File: config.mk
export PLATFORM = sky130hd
export DESIGN_NAME = csif_core
export DESIGN_NICKNAME = d
export VERILOG_FILES = /design/src/rtl/csif_pkg.sv /design/src/rtl/csif_core.sv /design/src/rtl/csif_interp.sv
export SDC_FILE = /design/constraint.sdc
export NUM_CORES = 2
export LEC_CHECK = 0
export BUFFER_PORTS_ARGS = -buffer_cell sky130_fd_sc_hd__buf_2
export CAP_MARGIN = 20
export CORE_MARGIN = 2
export CORE_UTILIZATION = 35
export DETAILED_ROUTE_END_ITERATION = 7
export GPL_TIMING_DRIVEN = 0
export PLACE_DENSITY_LB_ADDON = 0.05
export SLEW_MARGIN = 10
export SYNTH_ARGS = -nofsm -noshare
export SYNTH_HDL_FRONTEND = slang
export SYNTH_HIERARCHICAL = 1
export SYNTH_SLANG_ARGS = --single-unit
File: constraint.sdc
create_clock -name CLK_I -period 33.4 [get_ports CLK_I]
set_clock_uncertainty 0.2 [all_clocks]
set_input_delay 0 -clock CLK_I [delete_from_list [all_inputs] [get_ports CLK_I]]
set_output_delay 0 -clock CLK_I [all_outputs]
set_load 0.05 [all_outputs]
File: src/rtl/csif_pkg.sv
/*
  constants, encodings and small helpers shared by the stack, framing and interpolation logic.
  assumes a big-endian memory with right-aligned read and write data and 16-bit instruction words.
*/
package csif_pkg;

  typedef enum logic [3:0] {
    CMD_RD_PTR     = 4'h0,
    CMD_WR_PTR     = 4'h1,
    CMD_PUSH       = 4'h2,
    CMD_POP        = 4'h3,
    CMD_CALL       = 4'h4,
    CMD_RETURN     = 4'h5,
    CMD_TRAP       = 4'h6,
    CMD_SET_STATUS = 4'h7,
    CMD_HALT       = 4'h8,
    CMD_FRAME      = 4'h9,
    CMD_TABLE      = 4'hA
  } csif_cmd_t;

  typedef enum logic [5:0] {
    ST_IDLE   = 6'h01,
    ST_ACCESS = 6'h02,
    ST_EXC    = 6'h04,
    ST_HALT   = 6'h08,
    ST_FRAME  = 6'h10,
    ST_TBL    = 6'h20
  } csif_state_t;

  typedef enum logic [1:0] {
    KIND_OPWORD  = 2'h0,
    KIND_SPECIAL = 2'h1,
    KIND_SOURCE  = 2'h2,
    KIND_DEST    = 2'h3
  } csif_kind_t;

  localparam logic [1:0]  SZ_BYTE         = 2'h0;
  localparam logic [1:0]  SZ_WORD         = 2'h1;
  localparam logic [1:0]  SZ_LONG         = 2'h2;
  localparam logic [2:0]  SYS_PTR_IDX     = 3'h7;
  localparam int          SW_S_BIT        = 13;
  localparam int          SW_MASK_LSB     = 8;
  localparam logic [2:0]  LVL_NMI         = 3'h7;
  localparam logic [15:0] SW_RST          = 16'h2700;
  localparam logic [31:0] PC_RST          = 32'h0000_0000;
  localparam logic [31:0] SSP_RST         = 32'h0000_0000;
  localparam logic [31:0] UNIMP_TARGET    = 32'h0000_0400;
  localparam logic [31:0] INT_TARGET_BASE = 32'h0000_0500;
  localparam int          FRM_SPEC_LSB    = 0;
  localparam int          FRM_SRC_LSB     = 2;
  localparam int          FRM_DST_LSB     = 4;
  localparam int          FRM_CLASS_LSB   = 12;
  localparam logic [3:0]  FRM_UNIMP_CLASS = 4'hF;
  localparam logic [1:0]  FRM_MAX_SPEC    = 2'h2;
  localparam logic [3:0]  FRM_MAX_WORDS   = 4'h7;
  localparam int          TBL_IDX_LSB     = 8;
  localparam int          TBL_FRAC_W      = 8;

  function automatic logic [31:0] size_bytes(input logic [1:0] sz);
    case (sz)
      SZ_BYTE: return 32'h0000_0001;
      SZ_WORD: return 32'h0000_0002;
      default: return 32'h0000_0004;
    endcase
  endfunction

  // a byte on the system stack still moves the pointer by a word so it stays aligned
  function automatic logic [31:0] ptr_step(input logic [1:0] sz, input logic [2:0] rn);
    if (sz == SZ_BYTE && rn == SYS_PTR_IDX) begin
      return 32'h0000_0002;
    end
    return size_bytes(sz);
  endfunction

  function automatic logic [31:0] sext(input logic [31:0] v, input logic [1:0] sz);
    case (sz)
      SZ_BYTE: return {{24{v[7]}}, v[7:0]};
      SZ_WORD: return {{16{v[15]}}, v[15:0]};
      default: return v;
    endcase
  endfunction

  function automatic logic [31:0] fit(input logic [31:0] v, input logic [1:0] sz);
    case (sz)
      SZ_BYTE: return {24'h00_0000, v[7:0]};
      SZ_WORD: return {16'h0000, v[15:0]};
      default: return v;
    endcase
  endfunction

  function automatic logic [3:0] frame_len(input logic [1:0] sp, input logic [1:0] sr, input logic [1:0] ds);
    return 4'h1 + {2'h0, sp} + {2'h0, sr} + {2'h0, ds};
  endfunction

endpackage

File: src/rtl/csif_core.sv
/*
  stack pointer bank, push/pop addressing, call/return, exception entry, low-power halt,
  table interpolation and instruction word framing.
  assumes a same-clock memory that holds MEM_REQ_O high until MEM_ACK_I; interrupt level comes from pins.
*/
`timescale 1ns/1ps
module csif_core
  import csif_pkg::*;
(
  input  wire logic        CLK_I,
  input  wire logic        RST_N_I,
  input  wire logic        CMD_VALID_I,
  output logic             CMD_READY_O,
  input  wire logic [3:0]  CMD_OP_I,
  input  wire logic [2:0]  CMD_REG_I,
  input  wire logic [1:0]  CMD_SIZE_I,
  input  wire logic        CMD_ROUND_I,
  input  wire logic [31:0] CMD_DATA_I,
  output logic             CMD_DONE_O,
  output logic [31:0]      CMD_RESULT_O,
  output logic [7:0]       CMD_FRAC_O,
  output logic             MEM_REQ_O,
  output logic             MEM_WE_O,
  output logic [31:0]      MEM_ADDR_O,
  output logic [1:0]       MEM_SIZE_O,
  output logic [31:0]      MEM_WDATA_O,
  input  wire logic        MEM_ACK_I,
  input  wire logic [31:0] MEM_RDATA_I,
  input  wire logic [2:0]  IRQ_LEVEL_I,
  output logic             WORD_VALID_O,
  output logic [1:0]       WORD_KIND_O,
  output logic [15:0]      WORD_O,
  output logic [31:0]      PC_O,
  output logic [15:0]      STATUS_WORD_O,
  output logic             SUPERVISOR_O,
  output logic             HALTED_O,
  output logic             TRAP_O
);

  typedef struct packed {
    csif_state_t     st;
    logic [6:0][31:0] gp;
    logic [31:0]     supervisor_stack_pointer;
    logic [31:0]     user_stack_pointer;
    logic [31:0]     pc;
    logic [15:0]     sw;
    logic [3:0]      op;
    logic [2:0]      rn;
    logic [1:0]      sz;
    logic            rnd;
    logic [31:0]     arg;
    logic            step;
    logic            by_cmd;
    logic [31:0]     exc_target;
    logic [15:0]     exc_sw;
    logic [1:0]      n_spec;
    logic [1:0]      n_src;
    logic [1:0]      n_dst;
    logic [2:0]      widx;
    logic [31:0]     e0;
    logic            mem_req;
    logic            mem_we;
    logic [31:0]     mem_addr;
    logic [1:0]      mem_sz;
    logic [31:0]     mem_wdata;
    logic            done;
    logic [31:0]     result;
    logic [7:0]      frac;
    logic            word_valid;
    logic [1:0]      word_kind;
    logic [15:0]     word;
    logic            trap;
    logic            halted;
    logic [2:0]      irq_s1;
    logic [2:0]      irq_s2;
    logic [2:0]      irq_s3;
    logic [2:0]      irq_lvl;
  } csif_core_t;

  csif_core_t  q;
  csif_core_t  d;
  logic [1:0]  rst_sync_q;
  logic        rst_n;
  logic        take_irq;
  logic [31:0] tbl_value;
  logic [7:0]  tbl_frac;

  ////////////////////////////////////////////////////////////////////////////////
  // pointer bank access

  // number seven resolves to whichever stack the state bit selects; the other stays hidden
  function automatic logic [31:0] get_ptr(input csif_core_t s, input logic [2:0] rn);
    if (rn == SYS_PTR_IDX) begin
      return s.sw[SW_S_BIT] ? s.supervisor_stack_pointer : s.user_stack_pointer;
    end
    return s.gp[rn];
  endfunction

  function automatic csif_core_t set_ptr(input csif_core_t s, input logic [2:0] rn, input logic [31:0] v);
    csif_core_t r;
    r = s;
    if (rn != SYS_PTR_IDX) begin
      r.gp[rn] = v;
    end else if (s.sw[SW_S_BIT]) begin
      r.supervisor_stack_pointer = v;
    end else begin
      r.user_stack_pointer = v;
    end
    return r;
  endfunction

  // exception entry: always onto the supervisor stack, counter first, status word below it
  function automatic csif_core_t start_exc(input csif_core_t s, input logic [31:0] tgt, input logic cmd);
    csif_core_t r;
    r              = s;
    r.exc_sw       = s.sw;
    r.sw[SW_S_BIT] = 1'b1;
    r.supervisor_stack_pointer          = s.supervisor_stack_pointer - 32'h0000_0004;
    r.mem_req      = 1'b1;
    r.mem_we       = 1'b1;
    r.mem_addr     = r.supervisor_stack_pointer;
    r.mem_sz       = SZ_LONG;
    r.mem_wdata    = s.pc;
    r.exc_target   = tgt;
    r.by_cmd       = cmd;
    r.step         = 1'b0;
    r.st           = ST_EXC;
    return r;
  endfunction

  ////////////////////////////////////////////////////////////////////////////////
  // reset release and interpolator

  always_ff @(posedge CLK_I or negedge RST_N_I) begin
    if (!RST_N_I) begin
      rst_sync_q <= 2'h0;
    end else begin
      rst_sync_q <= {rst_sync_q[0], 1'b1};
    end
  end
  assign rst_n = rst_sync_q[1];

  csif_interp u_interp (
    .entry_lo_i (q.e0),
    .entry_hi_i (sext(MEM_RDATA_I, q.sz)),
    .frac_i     (q.arg[TBL_FRAC_W-1:0]),
    .size_i     (q.sz),
    .round_i    (q.rnd),
    .value_o    (tbl_value),
    .frac_o     (tbl_frac)
  );

  ////////////////////////////////////////////////////////////////////////////////
  // next state

  assign take_irq = q.st == ST_IDLE && q.irq_lvl != 3'h0 &&
                    (q.irq_lvl > q.sw[SW_MASK_LSB +: 3] || q.irq_lvl == LVL_NMI);

  always_comb begin
    logic [31:0] a;
    logic [3:0]  len;
    a            = 32'h0000_0000;
    len          = frame_len(q.n_spec, q.n_src, q.n_dst);
    d            = q;
    d.done       = 1'b0;
    d.word_valid = 1'b0;
    d.trap       = 1'b0;
    d.irq_s1     = IRQ_LEVEL_I;
    d.irq_s2     = q.irq_s1;
    d.irq_s3     = q.irq_s2;
    if (q.irq_s2 == q.irq_s3) begin
      d.irq_lvl = q.irq_s3;
    end
    case (q.st)
      ST_IDLE: begin
        if (take_irq) begin
          d = start_exc(d, INT_TARGET_BASE + {27'h0, q.irq_lvl, 2'h0}, 1'b0);
          d.sw[SW_MASK_LSB +: 3] = q.irq_lvl;
        end else if (CMD_VALID_I) begin
          d.op  = CMD_OP_I;
          d.rn  = CMD_REG_I;
          d.sz  = CMD_SIZE_I;
          d.rnd = CMD_ROUND_I;
          d.arg = CMD_DATA_I;
          case (CMD_OP_I)
            CMD_RD_PTR: begin
              d.result = get_ptr(q, CMD_REG_I);
              d.done   = 1'b1;
            end
            CMD_WR_PTR: begin
              d      = set_ptr(d, CMD_REG_I, CMD_DATA_I);
              d.done = 1'b1;
            end
            CMD_PUSH: begin
              // pointer moves before the access; a system-stack byte lands in the upper half
              a           = get_ptr(q, CMD_REG_I) - ptr_step(CMD_SIZE_I, CMD_REG_I);
              d           = set_ptr(d, CMD_REG_I, a);
              d.mem_req   = 1'b1;
              d.mem_we    = 1'b1;
              d.mem_addr  = a;
              d.mem_sz    = CMD_SIZE_I;
              d.mem_wdata = fit(CMD_DATA_I, CMD_SIZE_I);
              d.st        = ST_ACCESS;
            end
            CMD_POP: begin
              a          = get_ptr(q, CMD_REG_I);
              d          = set_ptr(d, CMD_REG_I, a + ptr_step(CMD_SIZE_I, CMD_REG_I));
              d.mem_req  = 1'b1;
              d.mem_we   = 1'b0;
              d.mem_addr = a;
              d.mem_sz   = CMD_SIZE_I;
              d.st       = ST_ACCESS;
            end
            CMD_CALL: begin
              a           = get_ptr(q, SYS_PTR_IDX) - 32'h0000_0004;
              d           = set_ptr(d, SYS_PTR_IDX, a);
              d.mem_req   = 1'b1;
              d.mem_we    = 1'b1;
              d.mem_addr  = a;
              d.mem_sz    = SZ_LONG;
              d.mem_wdata = q.pc;
              d.st        = ST_ACCESS;
            end
            CMD_RETURN: begin
              a          = get_ptr(q, SYS_PTR_IDX);
              d          = set_ptr(d, SYS_PTR_IDX, a + 32'h0000_0004);
              d.mem_req  = 1'b1;
              d.mem_we   = 1'b0;
              d.mem_addr = a;
              d.mem_sz   = SZ_LONG;
              d.st       = ST_ACCESS;
            end
            CMD_TRAP: begin
              d = start_exc(d, CMD_DATA_I, 1'b1);
            end
            CMD_SET_STATUS: begin
              d.sw   = CMD_DATA_I[15:0];
              d.done = 1'b1;
            end
            CMD_HALT: begin
              d.sw     = CMD_DATA_I[15:0];
              d.halted = 1'b1;
              d.st     = ST_HALT;
            end
            CMD_FRAME: begin
              d.mem_req  = 1'b1;
              d.mem_we   = 1'b0;
              d.mem_addr = q.pc;
              d.mem_sz   = SZ_WORD;
              d.widx     = 3'h0;
              d.st       = ST_FRAME;
            end
            CMD_TABLE: begin
              a          = get_ptr(q, CMD_REG_I) +
                           32'(CMD_DATA_I[TBL_IDX_LSB +: 8] * size_bytes(CMD_SIZE_I));
              d.mem_req  = 1'b1;
              d.mem_we   = 1'b0;
              d.mem_addr = a;
              d.mem_sz   = CMD_SIZE_I;
              d.step     = 1'b0;
              d.st       = ST_TBL;
            end
            default: begin
              d = start_exc(d, UNIMP_TARGET, 1'b1);
            end
          endcase
        end
      end
      ST_ACCESS: begin
        if (MEM_ACK_I) begin
          d.mem_req = 1'b0;
          d.done    = 1'b1;
          d.st      = ST_IDLE;
          if (q.op == CMD_POP) begin
            d.result = fit(MEM_RDATA_I, q.sz);
          end else if (q.op == CMD_RETURN) begin
            d.pc = MEM_RDATA_I;
          end else if (q.op == CMD_CALL) begin
            d.pc = q.arg;
          end
        end
      end
      ST_EXC: begin
        if (MEM_ACK_I) begin
          if (!q.step) begin
            d.supervisor_stack_pointer       = q.supervisor_stack_pointer - 32'h0000_0002;
            d.mem_addr  = d.supervisor_stack_pointer;
            d.mem_sz    = SZ_WORD;
            d.mem_wdata = {16'h0000, q.exc_sw};
            d.step      = 1'b1;
          end else begin
            d.mem_req = 1'b0;
            d.pc      = q.exc_target;
            d.trap    = 1'b1;
            d.done    = q.by_cmd;
            d.st      = ST_IDLE;
          end
        end
      end
      ST_HALT: begin
        // leaves standby at a nonzero level at or above the loaded mask; only reset clears it otherwise
        if (q.irq_lvl != 3'h0 && q.irq_lvl >= q.sw[SW_MASK_LSB +: 3]) begin
          d.halted = 1'b0;
          d.done   = 1'b1;
          d.st     = ST_IDLE;
        end
      end
      ST_FRAME: begin
        if (MEM_ACK_I) begin
          d.pc       = q.pc + 32'h0000_0002;
          d.mem_addr = d.pc;
          d.word     = MEM_RDATA_I[15:0];
          d.widx     = q.widx + 3'h1;
          if (q.widx == 3'h0) begin
            d.n_spec = MEM_RDATA_I[FRM_SPEC_LSB +: 2];
            d.n_src  = MEM_RDATA_I[FRM_SRC_LSB +: 2];
            d.n_dst  = MEM_RDATA_I[FRM_DST_LSB +: 2];
            len      = frame_len(d.n_spec, d.n_src, d.n_dst);
            if (MEM_RDATA_I[FRM_CLASS_LSB +: 4] == FRM_UNIMP_CLASS || d.n_spec > FRM_MAX_SPEC ||
                len > FRM_MAX_WORDS) begin
              d = start_exc(d, UNIMP_TARGET, 1'b1);
            end else begin
              d.word_valid = 1'b1;
              d.word_kind  = KIND_OPWORD;
            end
          end else begin
            d.word_valid = 1'b1;
            if (q.widx <= {1'b0, q.n_spec}) begin
              d.word_kind = KIND_SPECIAL;
            end else if (q.widx <= {1'b0, q.n_spec} + {1'b0, q.n_src}) begin
              d.word_kind = KIND_SOURCE;
            end else begin
              d.word_kind = KIND_DEST;
            end
          end
          if (d.st == ST_FRAME && {1'b0, d.widx} == len) begin
            d.mem_req = 1'b0;
            d.result  = {28'h000_0000, len};
            d.done    = 1'b1;
            d.st      = ST_IDLE;
          end
        end
      end
      ST_TBL: begin
        if (MEM_ACK_I) begin
          if (!q.step) begin
            d.e0       = sext(MEM_RDATA_I, q.sz);
            d.mem_addr = q.mem_addr + size_bytes(q.sz);
            d.step     = 1'b1;
          end else begin
            d.mem_req = 1'b0;
            d.result  = tbl_value;
            d.frac    = tbl_frac;
            d.done    = 1'b1;
            d.st      = ST_IDLE;
          end
        end
      end
      default: begin
        d.st = ST_IDLE;
      end
    endcase
  end

  always_ff @(posedge CLK_I or negedge rst_n) begin
    if (!rst_n) begin
      q     <= '0;
      q.st  <= ST_IDLE;
      q.sw  <= SW_RST;
      q.pc  <= PC_RST;
      q.supervisor_stack_pointer <= SSP_RST;
    end else begin
      q <= d;
    end
  end

  ////////////////////////////////////////////////////////////////////////////////
  // outputs

  assign CMD_READY_O   = q.st == ST_IDLE && !take_irq;
  assign CMD_DONE_O    = q.done;
  assign CMD_RESULT_O  = q.result;
  assign CMD_FRAC_O    = q.frac;
  assign MEM_REQ_O     = q.mem_req;
  assign MEM_WE_O      = q.mem_we;
  assign MEM_ADDR_O    = q.mem_addr;
  assign MEM_SIZE_O    = q.mem_sz;
  assign MEM_WDATA_O   = q.mem_wdata;
  assign WORD_VALID_O  = q.word_valid;
  assign WORD_KIND_O   = q.word_kind;
  assign WORD_O        = q.word;
  assign PC_O          = q.pc;
  assign STATUS_WORD_O = q.sw;
  assign SUPERVISOR_O  = q.sw[SW_S_BIT];
  assign HALTED_O      = q.halted;
  assign TRAP_O        = q.trap;

endmodule

File: src/rtl/csif_interp.sv
/*
  linear interpolation between two table entries with optional rounding.
  assumes both entries arrive already sign-extended to 32 bits for the operand size.
*/
`timescale 1ns/1ps
module csif_interp
  import csif_pkg::*;
(
  input  wire logic [31:0]           entry_lo_i,
  input  wire logic [31:0]           entry_hi_i,
  input  wire logic [TBL_FRAC_W-1:0] frac_i,
  input  wire logic [1:0]            size_i,
  input  wire logic                  round_i,
  output logic      [31:0]           value_o,
  output logic      [TBL_FRAC_W-1:0] frac_o
);

  logic signed [32:0] diff;
  logic signed [41:0] prod;
  logic signed [41:0] acc;
  logic signed [41:0] rnd;
  logic               use_round;

  always_comb begin
    diff      = $signed({entry_hi_i[31], entry_hi_i}) - $signed({entry_lo_i[31], entry_lo_i});
    // widen both factors first so a long difference times the fraction cannot wrap
    prod      = 42'(diff) * 42'($signed({1'b0, frac_i}));
    acc       = $signed({{2{entry_lo_i[31]}}, entry_lo_i, 8'h00}) + prod;
    rnd       = acc + 42'sh80;
    // long results have no room for the fraction, so they are always rounded
    use_round = round_i || size_i == SZ_LONG;
    value_o   = fit(use_round ? rnd[39:8] : acc[39:8], size_i);
    frac_o    = use_round ? 8'h00 : acc[7:0];
  end

endmodule

# After elaboration in Yosys (flattened, before gate mapping)
# Cells that the tools add are included.
dict set report totals {
  ff_bits 616
  output_inout_bits 180
  in_bits 81
  word_cells 420
}
dict set report classes {
  n_mux 191
  bitwise 8
  magnitude_cmp 8
  add_sub_neg 21
  eq_ne 82
  multipliers 2
  n_reduce_logical 63
}
# op n
set op_table {}
lappend op_table {{2-to-1 mux 584 bit} 4}
lappend op_table {{2-to-1 mux 32 bit} 72}
lappend op_table {{one-hot mux 320 bit (6 select lines)} 1}
lappend op_table {{2-to-1 mux 617 bit} 3}
lappend op_table {{bitwise mux 224 bit} 3}
lappend op_table {{2-to-1 mux 224 bit} 3}
lappend op_table {{one-hot mux 224 bit (2 select lines)} 1}
lappend op_table {{one-hot mux 32 bit (2 select lines)} 6}
lappend op_table {{one-hot mux 32 bit (4 select lines)} 3}
lappend op_table {{one-hot mux 36 bit (7 select lines)} 1}
lappend op_table {{one-hot mux 58 bit (2 select lines)} 2}
lappend op_table {{2-to-1 mux 64 bit} 3}
lappend op_table {{one-hot mux 32 bit (3 select lines)} 2}
lappend op_table {{one-hot mux 55 bit (2 select lines)} 1}
lappend op_table {{one-hot mux 34 bit (3 select lines)} 1}
lappend op_table {{2-to-1 mux 33 bit} 3}
lappend op_table {{adder 32 bit} 3}
lappend op_table {{binary-select mux 32 bit (select 3 bit)} 1}
lappend op_table {{demux 32 bit (select 3 bit)} 1}
lappend op_table {{2-to-1 mux 41 bit} 2}
lappend op_table {{2-to-1 mux 67 bit} 1}
lappend op_table {{2-to-1 mux 66 bit} 1}
lappend op_table {{subtractor 32 x 3 -> 32 bit, second input constant} 2}
lappend op_table {{one-hot mux 6 bit (5 select lines)} 2}
lappend op_table {{86 further kinds} 253}

# Longest topological paths before layout
dict set report depth {
  ltp_word 19
  ltp_mapped 39
  depth_no_buf 38
}

# Modules after synthesis
# Netlist, hierarchy kept.
# module cells_per_inst seq_area_each_um2 area_each_um2 instances
set modules_own_cells {}
lappend modules_own_cells {csif_core 4974 15421.0 41609.9 1}
lappend modules_own_cells {csif_interp 1490 0.0 12243.0 1}

# Least setup slack after synthesis
# OpenSTA, ideal clock, no wires.
dict set report synth_path {
  path_kind {reg-to-reg}
  from {reg q[266] in the netlist's numbering}
  to {reg q (netlist bit CMD_RESULT_O[31])}
  required_time_ns 33.067
  setup_time_ns 0.133
  path_slack_ns 24.330
  arrival_time_ns 8.737
  n_path_buf 2
  period_less_slack_ns 9.070
  stages_incl_launch_ff 40
  path_cell_list {dfrtp_1 or2_2 clkbuf_1 inv_1 nand2_1 nand2_1 ha_1 nor2_1 nor2_1 nor2_1 a2111oi_0 o21ai_1 a21oi_1 a41oi_1 o21ai_1 xor2_1 nand2_1 fa_1 [4 not listed] inv_1 fa_1 inv_1 ha_1 clkbuf_1 and3_1 a22oi_1 o2bb2ai_1 nor2_1 nor3_1 nor2_2 xor2_1 and3b_2 nand3_1 nor4_1 and3b_1 a221oi_1 o21ai_0}
}
dict set report synth_between {
  elab_chain_cells 11
  elab_cells_between_ends 17
  cone_classes {add/sub: 3; mul: 1; eq/ne: 2; mux: 9; reduce/logical: 2}
}
# item line
set synth_rtl {}
lappend synth_rtl {{start, declared} csif_core.sv:80} ;# csif_core_t q;
lappend synth_rtl {{equality test 2 x 1 -> 1 bit / zero test 2 bit (equally long branches)} {csif_pkg.sv:76, csif_pkg.sv:84}}
lappend synth_rtl {{one-hot mux 32 bit (2 select lines)} csif_pkg.sv:76} ;# case (sz)
lappend synth_rtl {{subtractor 32 x 32 -> 33 bit} csif_interp.sv:25} ;# diff = $signed({entry_hi_i[31], entry_hi_i}) - $signed({entry_lo_i[31], entry_lo_i});
lappend synth_rtl {{multiplier 33 x 9 -> 40 bit} csif_interp.sv:27} ;# prod = 42'(diff) * 42'($signed({1'b0, frac_i}));
lappend synth_rtl {{adder 40 bit} csif_interp.sv:28} ;# acc = $signed({{2{entry_lo_i[31]}}, entry_lo_i, 8'h00}) + prod;
lappend synth_rtl {{adder 40 x 9 -> 40 bit} csif_interp.sv:29} ;# rnd = acc + 42'sh80;
lappend synth_rtl {{2-to-1 mux 32 bit} csif_interp.sv:32} ;# value_o = fit(use_round ? rnd[39:8] : acc[39:8], size_i);
lappend synth_rtl {{one-hot mux 32 bit (2 select lines) (*)} csif_pkg.sv:84} ;# case (sz)
lappend synth_rtl {{via tbl_value[31]} csif_core.sv:85} ;# logic [31:0] tbl_value;
lappend synth_rtl {{2-to-1 mux 41 bit (*)} csif_core.sv:346} ;# if (!q.step) begin
lappend synth_rtl {{2-to-1 mux 41 bit (*)} csif_core.sv:345} ;# if (MEM_ACK_I) begin
lappend synth_rtl {{one-hot mux 32 bit (4 select lines) (*)} csif_core.sv:174} ;# case (q.st)
# Mark *: on every way through the listed nets, which the timed path passes. The rest lies on a longest branch. The select of a mux whose other input is x is not followed.
# A chain may end at the register's enable or synchronous reset.

# Worst setup path after layout
# Ends and elaborated chain as after synthesis.

==> impl_metrics.tcl <==
set metrics [dict create \
    max_cap_violations 0 \
    hold_end "q[200]" \
    synth_top_cells_by_count "nand2_1 (807), dfrtp_1 (611), nor2_1 (555), a21oi_1 (449), o21ai_0 (427)" \
    synthToLayoutAreaGrowth_pct 15.7 \
    grt_max_degree 59 \
    seq_area_um2 15400 \
    ys_warn_count 6 \
    nNetsFinal 7468 \
    crit_buf_inv 6 \
    slew_violations 0 \
    synth-compound-area-share_pct 20.5 \
    synth_fp_nets 6982 \
    wl_per_cell_um 33.0 \
    dieWidth_um 396 \
    crit_path_max_fanout 10 \
    synth-xor-area-share_pct 4.60 \
    synthMostInstantiatedCell "nand2_1" \
    drive_gt1_share_pct 13.0 \
    setup_violations 0 \
    synth_top_area_share_pct 28.4 \
    crit_type "reg -> reg" \
    hpwl_um 240000 \
    cpPeakStageDelay_ps 800 \
    endpoint_kind "register" \
    yosys_most_used_dff "dfrtp_1" \
    grt_pass1_wl_um 416000 \
    drt_pass1_iterations 7 \
    rows 143 \
    syn_inst 6464 \
    avgSynthCellArea_um2 8.33 \
    period_needed_ps 12040 \
    track_usage_pct 37.3 \
    synth_area_leaders "dfrtp_1 (28%), fa_1 (9.4%), nand2_1 (5.6%)" \
    synth_top_family_by_area "compound AO/OA/AOI/OAI gates" \
    rsz0062_at_grt "false" \
    syn_area_um2 53900 \
    ys_ff_latch 616 \
    dr.first_iter.drc_count 6797 \
    hold_depth 4 \
    cts_made_buffers 83 \
    tightestPinTransition_ps 1360 \
    synthSimpleGateAreaFrac_pct 19.7 \
    critical_path_arrival_ps 12380 \
    antenna_found_initial 39 \
    reg2reg_from "q[266]" \
    cts-root-buf "clkbuf_16" \
    num-fill-cells 15952 \
    critPathTopFamily "adder cells" \
    max_freq_mhz 83.1 \
    ioPinCount 261 \
    cts_tree "yes" \
    gp_congestion 1.00 \
    status "completed" \
    r2r_cells 38 \
    clkLatencyLatePin_ps 730 \
    async_reset_ff_share_pct 100 \
    synth_top_area_cell "dfrtp_1" \
    core_um2 152000 \
    clkTransAtPathRegs_ps 60 \
    synth.area.mux_share_pct 4.29 \
    synth_edf_count 0 \
    finalCritPeriodShare_pct 36.0 \
    port_buffers 257 \
    timing.rr.end "CMD_RESULT_O[31]" \
    htree_levels 3 \
    worstHoldStart "CMD_DATA_I[1]" \
    seq_area_frac_synth_pct 28.6 \
    worstHoldPathType "in -> reg" \
    synth-adder-area-share_pct 13.7 \
    maxSlewHeadroom_pct 9.45 \
    fin_setup_tns_ps 0 \
    multi_input_area_um2 33900 \
    ant_nets 0 \
    start_util_pct 35.3 \
    cpMaxStageDelayCell "a211oi_1" \
    grt_overflow 0 \
    reg2reg_slack_ps 21360 \
    hold_viol_final 0 \
    grt_pass1_vias 52374 \
    cp.required_ps 33750 \
    cts_buffer_depth 3 \
    critPathLaunchType "register" \
    drc_errors 0 \
    fp.dieH_um 396 \
    dieArea_um2 157000 \
    via_count 54881 \
    wl_um 299000 \
    via_per_inst 6.06 \
    cts_num_sinks 616 \
    synth.distinct_cells 127 \
]
## metal layers
metal  track usage, %  routed length (um)  share of wire [%]  vias up
met5                0                 138              0.046        -
met4             18.0               16200                5.4       20
met3             8.70               29800                 10      606
met2             54.6              125000                 42     3150
met1             51.5              128000                 43    27636
li1                 -                   -                  -    23469
## flip-flops by register name, indices dropped and copies added (netlist names)
name,flops
q,436
CMD_RESULT_O,32
MEM_ADDR_O,32
MEM_WDATA_O,32
PC_O,32
STATUS_WORD_O,16
WORD_O,16
CMD_FRAC_O,8
MEM_SIZE_O,2
WORD_KIND_O,2
rst_sync_q,2
CMD_DONE_O,1
HALTED_O,1
MEM_REQ_O,1
MEM_WE_O,1
TRAP_O,1
WORD_VALID_O,1
## layout by cell type, fill, tap and decap left out, drive strengths merged, types with 19 or more instances in the layout
| master | instances |
|---|---|
| a21o | 75 |
| dlygate4sd3 | 103 |
| a222oi | 54 |
| nor2 | 558 |
| nand2 | 808 |
| inv | 420 |
| o211ai | 36 |
| nor3 | 118 |
| a21oi | 454 |
| and2 | 185 |
| mux2i | 77 |
| nand4 | 51 |
| or3 | 35 |
| fa | 254 |
| o221ai | 48 |
| dfrtp | 611 |
| nor2b | 67 |
| nand3 | 154 |
| and3 | 63 |
| buf | 542 |
| a211oi | 46 |
| xnor2 | 191 |
| nand2b | 42 |
| ha | 183 |
| xor2 | 91 |
| clkbuf | 455 |
| mux2 | 120 |
| nor3b | 28 |
| o21a | 27 |
| o22ai | 50 |
| o21ai | 456 |
| a221oi | 66 |
| nor4 | 38 |
| a22oi | 35 |
| a31oi | 68 |
| o31ai | 37 |
| nand3b | 19 |
## how the worst max path moves through the flow
stage	start	to	slack (ps)	depth (start not counted)
floorplan	rst_sync_q[1]	CMD_DONE_O	14770	0
global placement	rst_sync_q[1]	MEM_WDATA_O[24]	4350	0
detailed placement	q[266]	CMD_RESULT_O[31]	21020	38
CTS	q[266]	CMD_RESULT_O[31]	20970	37
global route	q[266]	CMD_RESULT_O[31]	20580	38
finish	q[266]	CMD_RESULT_O[31]	21360	38
## logic make-up after synthesis
logic type / after synthesis
buffers and inverters: 1004
AND/OR/NAND/NOR: 2237
other: 1
XOR/XNOR: 282
adder cells (fa/ha/maj): 437
flip-flops: 616
multiplexers: 205
AO/OA/AOI/OAI: 1682
## worst reg2reg max path, delay by kind of cell, from the launching register on
kind	cells	cell delay, ps
simple gates	15	3280
fa+ha+maj	7	3260
buf+inv	6	1050
xor+xnor	2	910
compound gates	8	2680
flops	1	530
## repair_timing
action                                 4_1_cts  5_1_grt
setup buffers                                0        0
resized for setup                            0        0
hold buffers                               103        0
endpoints found under the hold margin      374        0
## layout make-up
type	instances	share of cell area [%]
well taps	2030	4.08
flip-flops and latches	616	24.7
plain buffers	581	4.83
multi-input cells	4844	54.4
inverters	423	2.55
repair buffers	401	4.67
clock inverters	29	0.701
clock buffers	119	3.96
diodes	18	0.0723
## metrics by stage
step	setup slack, ps	std cells	instance area [um2]	util, %	hold slack, ps
2_1_floorplan	14770	6464	53900	-	-496
3_3_place_gp	4350	8751	57700	37.8	-414
3_5_place_dp	21020	8789	58300	38.3	-412
4_1_cts	20970	9040	62300	40.8	3.28
5_1_grt	20580	9043	62300	40.9	52.3
6_report	21360	9061	62300	40.9	36.6
Power is left out: the tool's default activity adds up to more than one toggle a clock period on the data nets, which glitch-free logic cannot reach.
